--- config.mk ---
export PLATFORM = sky130hd
export DESIGN_NAME = fspa_top
export DESIGN_NICKNAME = d
export VERILOG_FILES = /design/src/logic/fspa_pkg.sv /design/src/logic/fspa_latch_mem.sv /design/src/logic/fspa_top.sv
export SDC_FILE = /design/constraint.sdc
export NUM_CORES = 1
export LEC_CHECK = 0
export BUFFER_PORTS_ARGS = -buffer_cell sky130_fd_sc_hd__buf_2
export CAP_MARGIN = 20
export CORE_UTILIZATION = 50
export DETAILED_ROUTE_END_ITERATION = 7
export GPL_ROUTABILITY_DRIVEN = 0
export MAX_ROUTING_LAYER = met4
export PLACE_DENSITY = 0.7
export SYNTH_ARGS = -nofsm -noshare
export SYNTH_HDL_FRONTEND = slang
export SYNTH_HIERARCHICAL = 1
export SYNTH_SLANG_ARGS = --single-unit
--- constraint.sdc ---
create_clock -name pclk -period 2.9 [get_ports pclk]
set_clock_uncertainty 0.1 [all_clocks]
set_input_delay 0.29 -clock pclk [delete_from_list [all_inputs] [get_ports pclk]]
set_output_delay 0.29 -clock pclk [all_outputs]
set_load 0.02 [all_outputs]
--- src/logic/fspa_pkg.sv ---
// Constants and types for the flash self-programming access block
// Overview of operation
// Config select addresses the top address region
// Bad config read clears both data halves
// User IDs read/write; ID and config read-only
// Latch-only write just loads a write latch
// Final unlocked write loads latch, programs block
// Software writes 55h, AAh, then sets write
// Write ignores two slots, stalls, then resumes
// Read executes next slot, ignores the following
// Data low holds low eight word bits
// Data high holds upper six bits, top zero
// Address low supplies address bits 7-0
// Address high supplies bits 14-8, bit7 zero
// Config read: select, low address, clear high
// Program write needs program select and enable
// Software masks interrupts around unlock sequences
// Block starts aligned; last latch at 0x07
// Row rewrite: read, edit, erase, reprogram
// Software may verify each write by readback
// Program completion resets all latches to 3FFF
// Hardware clears write bit after operation
// Writes to read-only config words are dropped
package fspa_pkg;
    localparam int APB_AW = 8;
    localparam logic [7:0] OFF_DATA_LOW  = 8'h00;
    localparam logic [7:0] OFF_DATA_HIGH = 8'h04;
    localparam logic [7:0] OFF_ADDR_LOW  = 8'h08;
    localparam logic [7:0] OFF_ADDR_HIGH = 8'h0c;
    localparam logic [7:0] OFF_NV_CTRL   = 8'h10;
    localparam logic [7:0] OFF_UNLOCK    = 8'h14;
    localparam int BIT_PGM  = 7;
    localparam int BIT_CONFIG_SPACE_SELECT = 6;
    localparam int BIT_LATCH_ONLY = 5;
    localparam int BIT_WRITE_ENABLE_BIT = 2;
    localparam int BIT_WR   = 1;
    localparam int BIT_RD   = 0;
    localparam logic [7:0] UNLOCK_KEY1 = 8'h55;
    localparam logic [7:0] UNLOCK_KEY2 = 8'haa;
    localparam logic [1:0] UNLOCK_IDLE  = 2'h0;
    localparam logic [1:0] UNLOCK_HALF  = 2'h1;
    localparam logic [1:0] UNLOCK_ARMED = 2'h2;
    localparam logic [7:0] RESET_BYTE = 8'h00;
    localparam logic [13:0] LATCH_ERASED = 14'h3fff;
    localparam int LATCH_WORDS = 8;
    localparam int LATCH_AW    = 3;
    localparam int WORD_W      = 14;
    localparam logic [2:0] LATCH_LAST = 3'h7;
    localparam logic [3:0] PROG_LAST  = 4'h8;
    localparam logic [3:0] PROG_START = 4'h9;
    localparam logic [1:0] IGN_WR = 2'h2;
    localparam logic [1:0] IGN_RD = 2'h1;
    localparam logic [15:0] CFG_UID_FIRST  = 16'h8000;
    localparam logic [15:0] CFG_UID_LAST   = 16'h8003;
    localparam logic [15:0] CFG_DEV_ID     = 16'h8006;
    localparam logic [15:0] CFG_WORD_FIRST = 16'h8007;
    localparam logic [15:0] CFG_WORD_LAST  = 16'h8008;

    typedef enum logic [2:0] {
        ST_IDLE  = 3'b000,
        ST_LOAD  = 3'b001,
        ST_PROG  = 3'b011,
        ST_WAIT  = 3'b010,
        ST_CLEAR = 3'b110,
        ST_READ  = 3'b100
    } fspa_state_t;

    typedef struct packed {
        logic [15:0] addr;
        logic [13:0] wdata;
        logic        load;
        logic        start;
        logic        rd;
    } fspa_flash_req_t;

    typedef struct packed {
        logic [13:0] rdata;
        logic        done;
    } fspa_flash_rsp_t;

    function automatic logic [15:0] fspa_word_addr(input logic cfg, input logic [6:0] ah,
                                                   input logic [7:0] al);
        return {cfg, ah, al};
    endfunction : fspa_word_addr

    function automatic logic fspa_cfg_writable(input logic [15:0] a);
        return (a >= CFG_UID_FIRST) && (a <= CFG_UID_LAST);
    endfunction : fspa_cfg_writable

    function automatic logic fspa_cfg_readable(input logic [15:0] a);
        return fspa_cfg_writable(a) || (a == CFG_DEV_ID)
            || ((a >= CFG_WORD_FIRST) && (a <= CFG_WORD_LAST));
    endfunction : fspa_cfg_readable
endpackage : fspa_pkg

--- src/logic/fspa_latch_mem.sv ---
// Write latch storage with registered read port
`timescale 1ns/1ps
module fspa_latch_mem #(
    parameter int WIDTH = 14,
    parameter int DEPTH = 8,
    parameter int AW    = 3
) (
    input  wire logic             clk,
    input  wire logic             ce,
    input  wire logic             we,
    input  wire logic [AW-1:0]    waddr,
    input  wire logic [WIDTH-1:0] wdata,
    input  wire logic [AW-1:0]    raddr,
    output logic      [WIDTH-1:0] rdata
);
    logic [WIDTH-1:0] mem [DEPTH];

    always_ff @(posedge clk) begin
        if (ce) begin
            if (we) begin
                mem[waddr] <= wdata;
            end
            rdata <= mem[raddr];
        end
    end
endmodule : fspa_latch_mem

--- src/logic/fspa_top.sv ---
// Flash self-programming access block with APB register port
`timescale 1ns/1ps
module fspa_top (
    input  wire logic                        pclk,
    input  wire logic                        presetn,
    input  wire logic                        ce,
    input  wire logic                        psel,
    input  wire logic                        penable,
    input  wire logic                        pwrite,
    input  wire logic [fspa_pkg::APB_AW-1:0] paddr,
    input  wire logic [31:0]                 pwdata,
    output logic      [31:0]                 prdata,
    output logic                             pready,
    output logic                             pslverr,
    input  wire logic                        instr_slot,
    output logic                             core_ignore,
    output logic                             core_stall,
    output fspa_pkg::fspa_flash_req_t        flash_req,
    input  wire fspa_pkg::fspa_flash_rsp_t   flash_rsp
);
    import fspa_pkg::*;

    logic [7:0]        data_low;
    logic [5:0]        data_high;
    logic [7:0]        address_low;
    logic [6:0]        address_high;
    logic              pgm_sel;
    logic              cfg_sel;
    logic              latch_only;
    logic              write_enable_bit;
    logic              wr_bit;
    logic              rd_bit;
    logic [1:0]        unlock_stage;
    fspa_state_t       state;
    logic [3:0]        cnt;
    logic [3:0]        cnt_m1;
    logic [15:0]       blk_base;
    logic              exec_left;
    logic [1:0]        ign_left;
    logic              next_exec;
    logic [1:0]        next_ign;
    logic              apb_acc;
    logic              apb_wr;
    logic              nv_wr;
    logic              wr_try;
    logic              wr_ok;
    logic              wr_go;
    logic              rd_go;
    logic              rd_bad;
    logic              prog_busy;
    logic [15:0]       cmd_addr;
    logic              mem_we;
    logic [2:0]        mem_waddr;
    logic [13:0]       mem_wdata;
    logic [13:0]       mem_rdata;
    logic [31:0]       read_mux;
    logic              mapped;

    // Bus phases
    assign apb_acc = psel && penable && !pready;
    assign apb_wr  = psel && penable && pready && pwrite;
    assign nv_wr   = apb_wr && (paddr == OFF_NV_CTRL);

    // Command decode
    assign cmd_addr = fspa_word_addr(pwdata[BIT_CONFIG_SPACE_SELECT], address_high, address_low);
    assign wr_try = nv_wr && pwdata[BIT_WR] && pwdata[BIT_WRITE_ENABLE_BIT]
                 && (unlock_stage == UNLOCK_ARMED) && (state == ST_IDLE) && !wr_bit;
    assign wr_ok = pwdata[BIT_CONFIG_SPACE_SELECT] ? fspa_cfg_writable(cmd_addr) : pwdata[BIT_PGM];
    assign wr_go = wr_try && wr_ok;
    assign rd_go = nv_wr && pwdata[BIT_RD] && (state == ST_IDLE) && !rd_bit && !wr_try;
    assign rd_bad = rd_go && pwdata[BIT_CONFIG_SPACE_SELECT] && !fspa_cfg_readable(cmd_addr);
    assign prog_busy = wr_bit && ((state == ST_PROG) || (state == ST_WAIT)
                                  || (state == ST_CLEAR));
    assign cnt_m1 = cnt - 4'h1;

    // Latch memory ports
    assign mem_we    = (state == ST_LOAD) || (state == ST_CLEAR);
    assign mem_waddr = (state == ST_LOAD) ? address_low[2:0] : cnt[2:0];
    assign mem_wdata = (state == ST_LOAD) ? {data_high, data_low} : LATCH_ERASED;

    fspa_latch_mem #(
        .WIDTH (WORD_W),
        .DEPTH (LATCH_WORDS),
        .AW    (LATCH_AW)
    ) u_latch (
        .clk   (pclk),
        .ce    (ce),
        .we    (mem_we),
        .waddr (mem_waddr),
        .wdata (mem_wdata),
        .raddr (cnt[2:0]),
        .rdata (mem_rdata)
    );

    // Register read view
    always_comb begin
        read_mux = '0;
        mapped = 1'b1;
        case (paddr)
            OFF_DATA_LOW: begin
                read_mux[7:0] = data_low;
            end
            OFF_DATA_HIGH: begin
                read_mux[5:0] = data_high;
            end
            OFF_ADDR_LOW: begin
                read_mux[7:0] = address_low;
            end
            OFF_ADDR_HIGH: begin
                read_mux[6:0] = address_high;
            end
            OFF_NV_CTRL: begin
                read_mux[BIT_PGM]  = pgm_sel;
                read_mux[BIT_CONFIG_SPACE_SELECT] = cfg_sel;
                read_mux[BIT_LATCH_ONLY] = latch_only;
                read_mux[BIT_WRITE_ENABLE_BIT] = write_enable_bit;
                read_mux[BIT_WR]   = wr_bit;
                read_mux[BIT_RD]   = rd_bit;
            end
            OFF_UNLOCK: begin
                read_mux = '0;
            end
            default: begin
                mapped = 1'b0;
            end
        endcase
    end

    // APB answer, one wait state
    always_ff @(posedge pclk or negedge presetn) begin
        if (!presetn) begin
            pready  <= 1'b0;
            pslverr <= 1'b0;
            prdata  <= '0;
        end else if (ce) begin
            pready <= apb_acc;
            if (apb_acc) begin
                pslverr <= !mapped;
                prdata  <= pwrite ? '0 : read_mux;
            end
        end
    end

    // Unlock sequence tracker
    always_ff @(posedge pclk or negedge presetn) begin
        if (!presetn) begin
            unlock_stage <= UNLOCK_IDLE;
        end else if (ce && apb_wr) begin
            if (paddr != OFF_UNLOCK) begin
                unlock_stage <= UNLOCK_IDLE;
            end else if (pwdata[7:0] == UNLOCK_KEY1) begin
                unlock_stage <= UNLOCK_HALF;
            end else if ((unlock_stage == UNLOCK_HALF) && (pwdata[7:0] == UNLOCK_KEY2)) begin
                unlock_stage <= UNLOCK_ARMED;
            end else begin
                unlock_stage <= UNLOCK_IDLE;
            end
        end
    end

    // Control register
    always_ff @(posedge pclk or negedge presetn) begin
        if (!presetn) begin
            pgm_sel    <= 1'b0;
            cfg_sel    <= 1'b0;
            latch_only <= 1'b0;
            write_enable_bit       <= 1'b0;
            wr_bit     <= 1'b0;
            rd_bit     <= 1'b0;
        end else if (ce) begin
            if ((state == ST_LOAD) && latch_only) begin
                wr_bit <= 1'b0;
            end
            if ((state == ST_CLEAR) && (cnt[2:0] == LATCH_LAST)) begin
                wr_bit <= 1'b0;
            end
            if ((state == ST_READ) && cnt[0]) begin
                rd_bit <= 1'b0;
            end
            if (nv_wr) begin
                pgm_sel    <= pwdata[BIT_PGM];
                cfg_sel    <= pwdata[BIT_CONFIG_SPACE_SELECT];
                latch_only <= pwdata[BIT_LATCH_ONLY];
                write_enable_bit       <= pwdata[BIT_WRITE_ENABLE_BIT];
                if (wr_go) begin
                    wr_bit <= 1'b1;
                end
                if (rd_go && !rd_bad) begin
                    rd_bit <= 1'b1;
                end
            end
        end
    end

    // Data and address registers
    always_ff @(posedge pclk or negedge presetn) begin
        if (!presetn) begin
            data_low     <= RESET_BYTE;
            data_high    <= RESET_BYTE[5:0];
            address_low  <= RESET_BYTE;
            address_high <= RESET_BYTE[6:0];
        end else if (ce) begin
            if (apb_wr) begin
                case (paddr)
                    OFF_DATA_LOW: begin
                        data_low <= pwdata[7:0];
                    end
                    OFF_DATA_HIGH: begin
                        data_high <= pwdata[5:0];
                    end
                    OFF_ADDR_LOW: begin
                        address_low <= pwdata[7:0];
                    end
                    OFF_ADDR_HIGH: begin
                        address_high <= pwdata[6:0];
                    end
                    default: begin
                    end
                endcase
            end
            if (rd_bad) begin
                data_low  <= '0;
                data_high <= '0;
            end
            if ((state == ST_READ) && cnt[0]) begin
                data_low  <= flash_rsp.rdata[7:0];
                data_high <= flash_rsp.rdata[13:8];
            end
        end
    end

    // Operation sequencer
    always_ff @(posedge pclk or negedge presetn) begin
        if (!presetn) begin
            state     <= ST_CLEAR;
            cnt       <= '0;
            blk_base  <= '0;
            flash_req <= '0;
        end else if (ce) begin
            flash_req.load  <= 1'b0;
            flash_req.start <= 1'b0;
            flash_req.rd    <= 1'b0;
            unique case (state)
                ST_IDLE: begin
                    cnt <= '0;
                    if (rd_go && !rd_bad) begin
                        flash_req.rd   <= 1'b1;
                        flash_req.addr <= cmd_addr;
                        state          <= ST_READ;
                    end else if (wr_go) begin
                        blk_base <= {cmd_addr[15:3], 3'h0};
                        state    <= ST_LOAD;
                    end
                end
                ST_READ: begin
                    cnt <= cnt + 4'h1;
                    if (cnt[0]) begin
                        state <= ST_IDLE;
                    end
                end
                ST_LOAD: begin
                    state <= latch_only ? ST_IDLE : ST_PROG;
                end
                ST_PROG: begin
                    cnt <= cnt + 4'h1;
                    if ((cnt != 4'h0) && (cnt <= PROG_LAST)) begin
                        flash_req.load  <= !blk_base[15]
                            || fspa_cfg_writable(blk_base | {13'h0, cnt_m1[2:0]});
                        flash_req.wdata <= mem_rdata;
                        flash_req.addr  <= blk_base | {13'h0, cnt_m1[2:0]};
                    end
                    if (cnt == PROG_START) begin
                        flash_req.start <= 1'b1;
                        flash_req.addr  <= blk_base;
                        state           <= ST_WAIT;
                    end
                end
                ST_WAIT: begin
                    cnt <= '0;
                    if (flash_rsp.done) begin
                        state <= ST_CLEAR;
                    end
                end
                ST_CLEAR: begin
                    cnt <= cnt + 4'h1;
                    if (cnt[2:0] == LATCH_LAST) begin
                        state <= ST_IDLE;
                    end
                end
                default: begin
                    state <= ST_IDLE;
                end
            endcase
        end
    end

    // Instruction slot bookkeeping
    always_comb begin
        next_exec = exec_left;
        next_ign  = ign_left;
        if (rd_go) begin
            next_exec = 1'b1;
            next_ign  = IGN_RD;
        end else if (wr_go) begin
            next_exec = 1'b0;
            next_ign  = IGN_WR;
        end else if (instr_slot) begin
            if (exec_left) begin
                next_exec = 1'b0;
            end else if (ign_left != 2'h0) begin
                next_ign = ign_left - 2'h1;
            end
        end
    end

    always_ff @(posedge pclk or negedge presetn) begin
        if (!presetn) begin
            exec_left   <= 1'b0;
            ign_left    <= 2'h0;
            core_ignore <= 1'b0;
            core_stall  <= 1'b0;
        end else if (ce) begin
            exec_left   <= next_exec;
            ign_left    <= next_ign;
            core_ignore <= !next_exec && (next_ign != 2'h0);
            core_stall  <= prog_busy && (next_ign == 2'h0);
        end
    end
endmodule : fspa_top

# Yosys cells after proc, flatten, opt, wreduce, memory -nomap -nowiden
# Memories as Yosys holds them, arrays and structs flattened. A register that Yosys moved wholly into a read port is not among the register bits.
# Index checks and enable logic that the tools add are counted.
[totals]
register_bits = 129
mem_bits_rw = 112
input_bits = 62
output_inout_bits = 69
wordCells = 190
mem_count = 1
[mem_list]
columns = ["memory", "depth", "word_bits", "rd", "rd_clocked_by_memory_dff", "write_ports", "line", "rtl"]
rows = [
  ["u_latch.mem", 8, 14, 1, 1, 1, "fspa_latch_mem.sv:16", "logic [WIDTH-1:0] mem [DEPTH];"],
]
[classes]
addsub = 3
magnitude_cmp = 7
n_eq_ne = 25
mux = 56
bitwise = 2
reduce_logical = 70
[op_table]
columns = ["op", "count"]
rows = [
  [">= comparator 16 bit (second input constant)", 3],
  ["less-or-equal comparator 16 bit (second input constant)", 3],
  ["two-way mux 8 bit", 5],
  ["two-way mux 16 bit", 2],
  ["case mux 16 bit (2 select lines)", 1],
  ["two-way mux 31 bit", 1],
  ["logical AND 1 bit", 30],
  ["two-way mux 6 bit", 4],
  ["two-way mux 3 bit", 7],
  ["two-way mux 2 bit", 10],
  ["two-way mux 1 bit", 18],
  ["case mux 3 bit (6 select lines)", 1],
  ["== test 16 bit (second input constant)", 1],
  ["== test 8 x 4 -> 1 bit (second input constant)", 2],
  ["== test 8 x 5 -> 1 bit (second input constant)", 2],
  ["OR 16 x 3 -> 16 bit", 1],
  ["case mux 3 bit (5 select lines)", 1],
  ["AND reduction 3 bit", 5],
  ["two-way mux 14 bit", 1],
  ["== test 3 bit (second input constant)", 3],
  ["logical NOT 1 bit", 9],
  ["nonzero test 3 bit", 3],
  ["== test 8 x 3 -> 1 bit (second input constant)", 1],
  ["== test 8 x 7 -> 1 bit (second input constant)", 1],
  ["other kinds (33)", 48],
]

# Depth between registers and ports, before layout
[depth]
depth_word = 17
depth_mapped = 9
depth_no_buf = 7

# Hierarchy
# Netlist, hierarchy kept.
[by_module_without_submodules]
columns = ["module", "instances", "cells_per_inst", "area_each_um2", "seq_area_each_um2"]
rows = [
  ["fspa_top", 1, 509, 5574.1, 2630.0],
  ["fspa_latch_mem", 1, 188, 4778.3, 3783.6],
]

# Worst setup path before layout
# Ideal clock, no wire load.
[synth_path]
path_kind = "register -> register"
startpoint = "reg state[1]"
endpoint = "mem u_latch.mem[0][0], enable pin"
setup_time_ns = 0.403
t_arrival_ns = 2.535
required_time_ns = 2.397
setup_slack_ns = -0.137
stages_incl_launch_ff = 7
path_buffers = 2
synth_period_minus_slack_ns = 3.037
path_cell_list = "dfstp_2 > clkbuf_1 > nor3b_1 > clkbuf_1 > o21ai_0 > nand3b_1 > nor3_1"
[synth_between]
word_cells_on_any_way = 7
classes_between = "eq/ne (2); mux (4); reduce/logical (1)"
[synth_lines]
columns = ["item", "line", "rtl"]
rows = [
  ["start, declared", "fspa_top.sv:34", "fspa_state_t state;"],
  ["start signal, assigned", "fspa_top.sv:262", "state <= latch_only ? ST_IDLE : ST_PROG;"],
  ["== test 3 x 1 -> 1 bit", "fspa_top.sv:78", "assign mem_waddr = (state == ST_LOAD) ? address_low[2:0] : cnt[2:0];"],
  ["two-way mux 3 bit", "fspa_top.sv:78", ""],
  ["named net mem_waddr[2]", "fspa_top.sv:53", "logic [2:0] mem_waddr;"],
  ["end, declared", "fspa_latch_mem.sv:16", ""],
]
# The timed path passes the listed nets, and every way through them passes these cells.

# Worst setup path after layout
[layout_path]
startpoint = "reg address_high[2]"
endpoint = "reg state[0]"
[layout_between]
elab_chain_cells = 10
word_cells_on_any_way = 19
classes_between = "order compare (4); eq/ne (2); mux (3); reduce/logical (10)"
[layout_lines]
columns = ["item", "line", "rtl"]
rows = [
  ["start, declared", "fspa_top.sv:26", "logic [6:0] address_high;"],
  ["start signal, assigned", "fspa_top.sv:201", "address_high <= RESET_BYTE[6:0];"],
  ["start signal, assigned", "fspa_top.sv:215", "address_high <= pwdata[6:0];"],
  [">= comparator 16 bit / less-or-equal comparator 16 bit (equally long branches)", "fspa_pkg.sv:87", "return (a >= CFG_UID_FIRST) && (a <= CFG_UID_LAST);"],
  ["logical AND 1 bit", "fspa_pkg.sv:87", ""],
  ["logical OR 1 bit", "fspa_pkg.sv:91", "return fspa_cfg_writable(a) || (a == CFG_DEV_ID)"],
  ["logical OR 1 bit", "fspa_pkg.sv:92", "|| ((a >= CFG_WORD_FIRST) && (a <= CFG_WORD_LAST));"],
  ["logical NOT 1 bit", "fspa_top.sv:71", "assign rd_bad = rd_go && pwdata[BIT_CONFIG_SPACE_SELECT] && !fspa_cfg_readable(cmd_addr);"],
  ["logical AND 1 bit", "fspa_top.sv:71", ""],
  ["logical NOT 1 bit", "fspa_top.sv:246", "if (rd_go && !rd_bad) begin"],
  ["logical AND 1 bit", "fspa_top.sv:246", ""],
  ["!= test 3 x 2 -> 1 bit (no line) / two-way mux 3 bit (equally long branches)", "-", ""],
  ["AND reduction 6 bit (no line) / case mux 3 bit (6 select lines) (equally long branches)", "-", ""],
]
# Parallel ways exist; a longest one is shown, timed or not.
# A chain may end at the register's enable or synchronous reset.

==> key figures <==
Layout
  – Area of the multi-input gates: 0.00357 mm²
  – Final design utilization: 0.597
  – Area Growth Syn to Fin: 16.8%
  – Number of non-filler instances in the completed layout: 1108
  – Fillers: 1528
  – # nets final: 887
  – Sequential Area: 0.00641 mm²
  – Commonest non-fill, non-tap cell in the layout: edfxtp_1
  – Post-route cell area: 0.0121 mm²
  – Ratio of cells with drive above 1 in the final layout: 0.313
  – Diode count: 0
  – Most frequent cells in the layout: edfxtp_1, dfrtp_1, buf_2

Synthesis
  – Cell variety after synth: 71
  – Top FF cell, synth: edfxtp_1
  – Cell Area, Synth: 0.0104 mm²
  – Top post-synthesis cells by area: edfxtp_1, dfrtp_1, mux2_2
  – Syn_area_per_cell: 14.9 µm²
  – Area leader, netlist: edfxtp_1
  – Post-Synthesis Cells: 697
  – Seq/Total Area, Yosys: 0.620
  – Synth Register Bits: 231
  – Synth top area share: 0.365
  – Post-synth EDFFs: 126
  – Share of flip-flops with an asynchronous set or reset: 0.455
  – Synth warn: 6

Worst setup path
  – WP data required: 3250 ps
  – Crit path kind: flip-flop to flip-flop
  – Critical Path AT: 2980 ps
  – Crit start category: flip-flop
  – Slowest stage delay, CP: 760 ps
  – Crit-path cells: nor4_1 -> nand4_1 -> a2111oi_0 -> buf_4 -> nand3_1 -> a21bo_2
  – Element type at the critical path end: flip-flop
  – Crit Path Max Fanout: 5
  – Slowest cell on the critical path: a2111oi_0

Global route
  – Vias in the first global route: 6566
  – Initial antenna violation count: 0
  – First-pass GRT wire length: 37400 µm
  – All-Layer GR Usage: 0.235
  – Global route overflow: 0
  – Largest net degree at the start of global routing: 49

Timing
  – Period minus WS final: 2640 ps
  – Worst Tran Pin Value: 745 ps
  – Final setup fails: 0
  – Hold_ws: 23.1 ps
  – Total Neg Setup Slack: 0 ps
  – Maximum clock frequency: 379 MHz
  – Tcrit/Tclk final: 0.909
  – Slew headroom: 0.490
  – Final hold viol count: 0
  – Slew Viols, Final: 0
  – Unrepaired setup endpoints after global routing: no
  – Final Worst Setup Slack: 265 ps

Floorplanning
  – Core footprint: 0.0202 mm²
  – Initial Util: 0.512
  – Top-level I/O count: 131
  – Die area: 0.0213 mm²
  – Die width: 146 µm
  – FP Rows: 52
  – Die H: 146 µm

Clocking
  – CTS Buf Count: 24
  – Clock root buffer: clkbuf_16
  – H-Tree Level Count: 1
  – Worst skew pair latency: 520 ps
  – Sink Count: 231
  – Clock tree buffer depth: 3
  – CTS clk-pin slew, worst paths: 70 ps
  – CTS tree: done
  – Setup bufs post-CTS: 0

Place
  – Setup slack at placement: 304 ps
  – Cell Area, Placed: 0.0111 mm²
  – Dpl hpwl: 15500 µm
  – IO Port Bufs: 82
  – Post-Place Cells: 1045

Power
  – PwrDens: 661 mW/mm²
  – Maximum vdd ir drop: 0.000391 V
  – Leakage: 4.46 nW
  – Total power: 7.99 mW

Drt
  – Vias per inst: 5.81
  – First-pass DRT Iterations: 5
  – Final WL: 23300 µm
  – Routed len/inst: 21.0 µm
  – DRC: 0
  – DRT iter0 DRCs: 613
  – Final ANT Viol Nets: 0
  – Via Count: 6439

Flow run
  – Max_cap viols: 0

Status
  – Run status: completed

Min path
  – Worst hold path class: primary input to flip-flop
-- cells by family after synthesis --
group,count (synthesis),synth area share
compound gates,112,0.0716
flops,231,0.620
xor+xnor,2,0.00169
mux,122,0.182
simple gates,136,0.0725
buf+inv,88,0.0462
fa+ha+maj,5,0.00604
other cells,1,0.000362
-- area by class of cell --
cell class / count / share of cell area
flip-flops and latches: 231 / 0.531
multi-input cells: 401 / 0.295
repair buffers: 131 / 0.0696
clock buffers: 30 / 0.0516
well taps: 270 / 0.0280
clock inverters: 14 / 0.0154
inverters: 31 / 0.00963
-- worst max-delay path: cells and delay by family, from the launching register on --
| family | cells | cell delay [ps] |
|---|---|---|
| AOI/OAI and AO/OA | 2 | 980 |
| and+or+nand+nor | 3 | 800 |
| DFF | 1 | 450 |
| buffers and inverters | 1 | 250 |
-- synth_stat cells, types with 2 or more instances --
cell,count
mux4_2,9
nand3b_1,2
a31oi_1,4
nor4_1,6
or3_1,2
buf_4,24
nand2b_1,8
buf_1,3
a22oi_1,21
dfstp_2,2
and3_1,2
mux2_2,76
o21ai_0,43
nor2b_1,5
dfrtp_1,103
buf_6,5
a22o_1,3
a21oi_1,14
nor3_1,8
inv_1,31
mux2i_1,2
o22ai_1,2
nand3_1,9
nor2_1,18
a211oi_1,2
o31ai_1,3
clkbuf_1,21
ha_1,5
nor3b_1,6
xnor2_1,2
mux2_4,10
mux4_1,25
nand2_1,47
or2_2,2
nand4_1,5
edfxtp_1,126
buf_2,2
a211o_1,4
and4_1,3
-- timing repair --
item / CTS / global route
setup endpoints to repair: 0 / 1
hold buffers: 19 / 0
endpoints found under the hold margin: 61 / 0
resized for setup: 0 / 2
-- registers in the layout (all words and copies together), names as in the netlist, 2 cells and up --
| signal | cells |
|---|---|
| data_high | 6 |
| ign_left | 2 |
| data_low | 8 |
| unlock_stage | 2 |
| u_latch/rdata | 14 |
| flash_req | 33 |
| prdata | 8 |
| address_high | 7 |
| cnt | 4 |
| blk_base | 13 |
| address_low | 8 |
| state | 3 |
| u_latch/mem | 112 |
-- worst paths after layout --
kind / start / end / cells past startpoint / slack, ps
setup reg to reg: address_high[2] / state[0] / 6 / 260
min in group asynchronous: presetn / flash_req[31] / 2 / 230
hold / removal: pwdata[4] / address_low[4] / 2 / 20
setup / recovery: address_high[2] / state[0] / 6 / 260
max in group asynchronous: presetn / data_low[5] / 3 / 1610
hold reg to reg: u_latch/rdata[13] / flash_req[16] / 1 / 370
-- metal layers --
metal,vias up,part of all wire,global-route usage
met3,44,0.064,0.0404
met5,-,0,-
met2,261,0.48,0.361
met1,3273,0.43,0.321
met4,0,0.026,0.0758
li1,2861,-,-
-- power by group --
group | total [mW] | leakage [nW] | switching, mW | internal (mW)
combinational | 1.15 | 1.92 | 0.692 | 0.454
clock | 3.17 | 0.385 | 1.28 | 1.89
sequential | 3.68 | 2.16 | 0.102 | 3.58
Power figures use the tool's default switching activity.
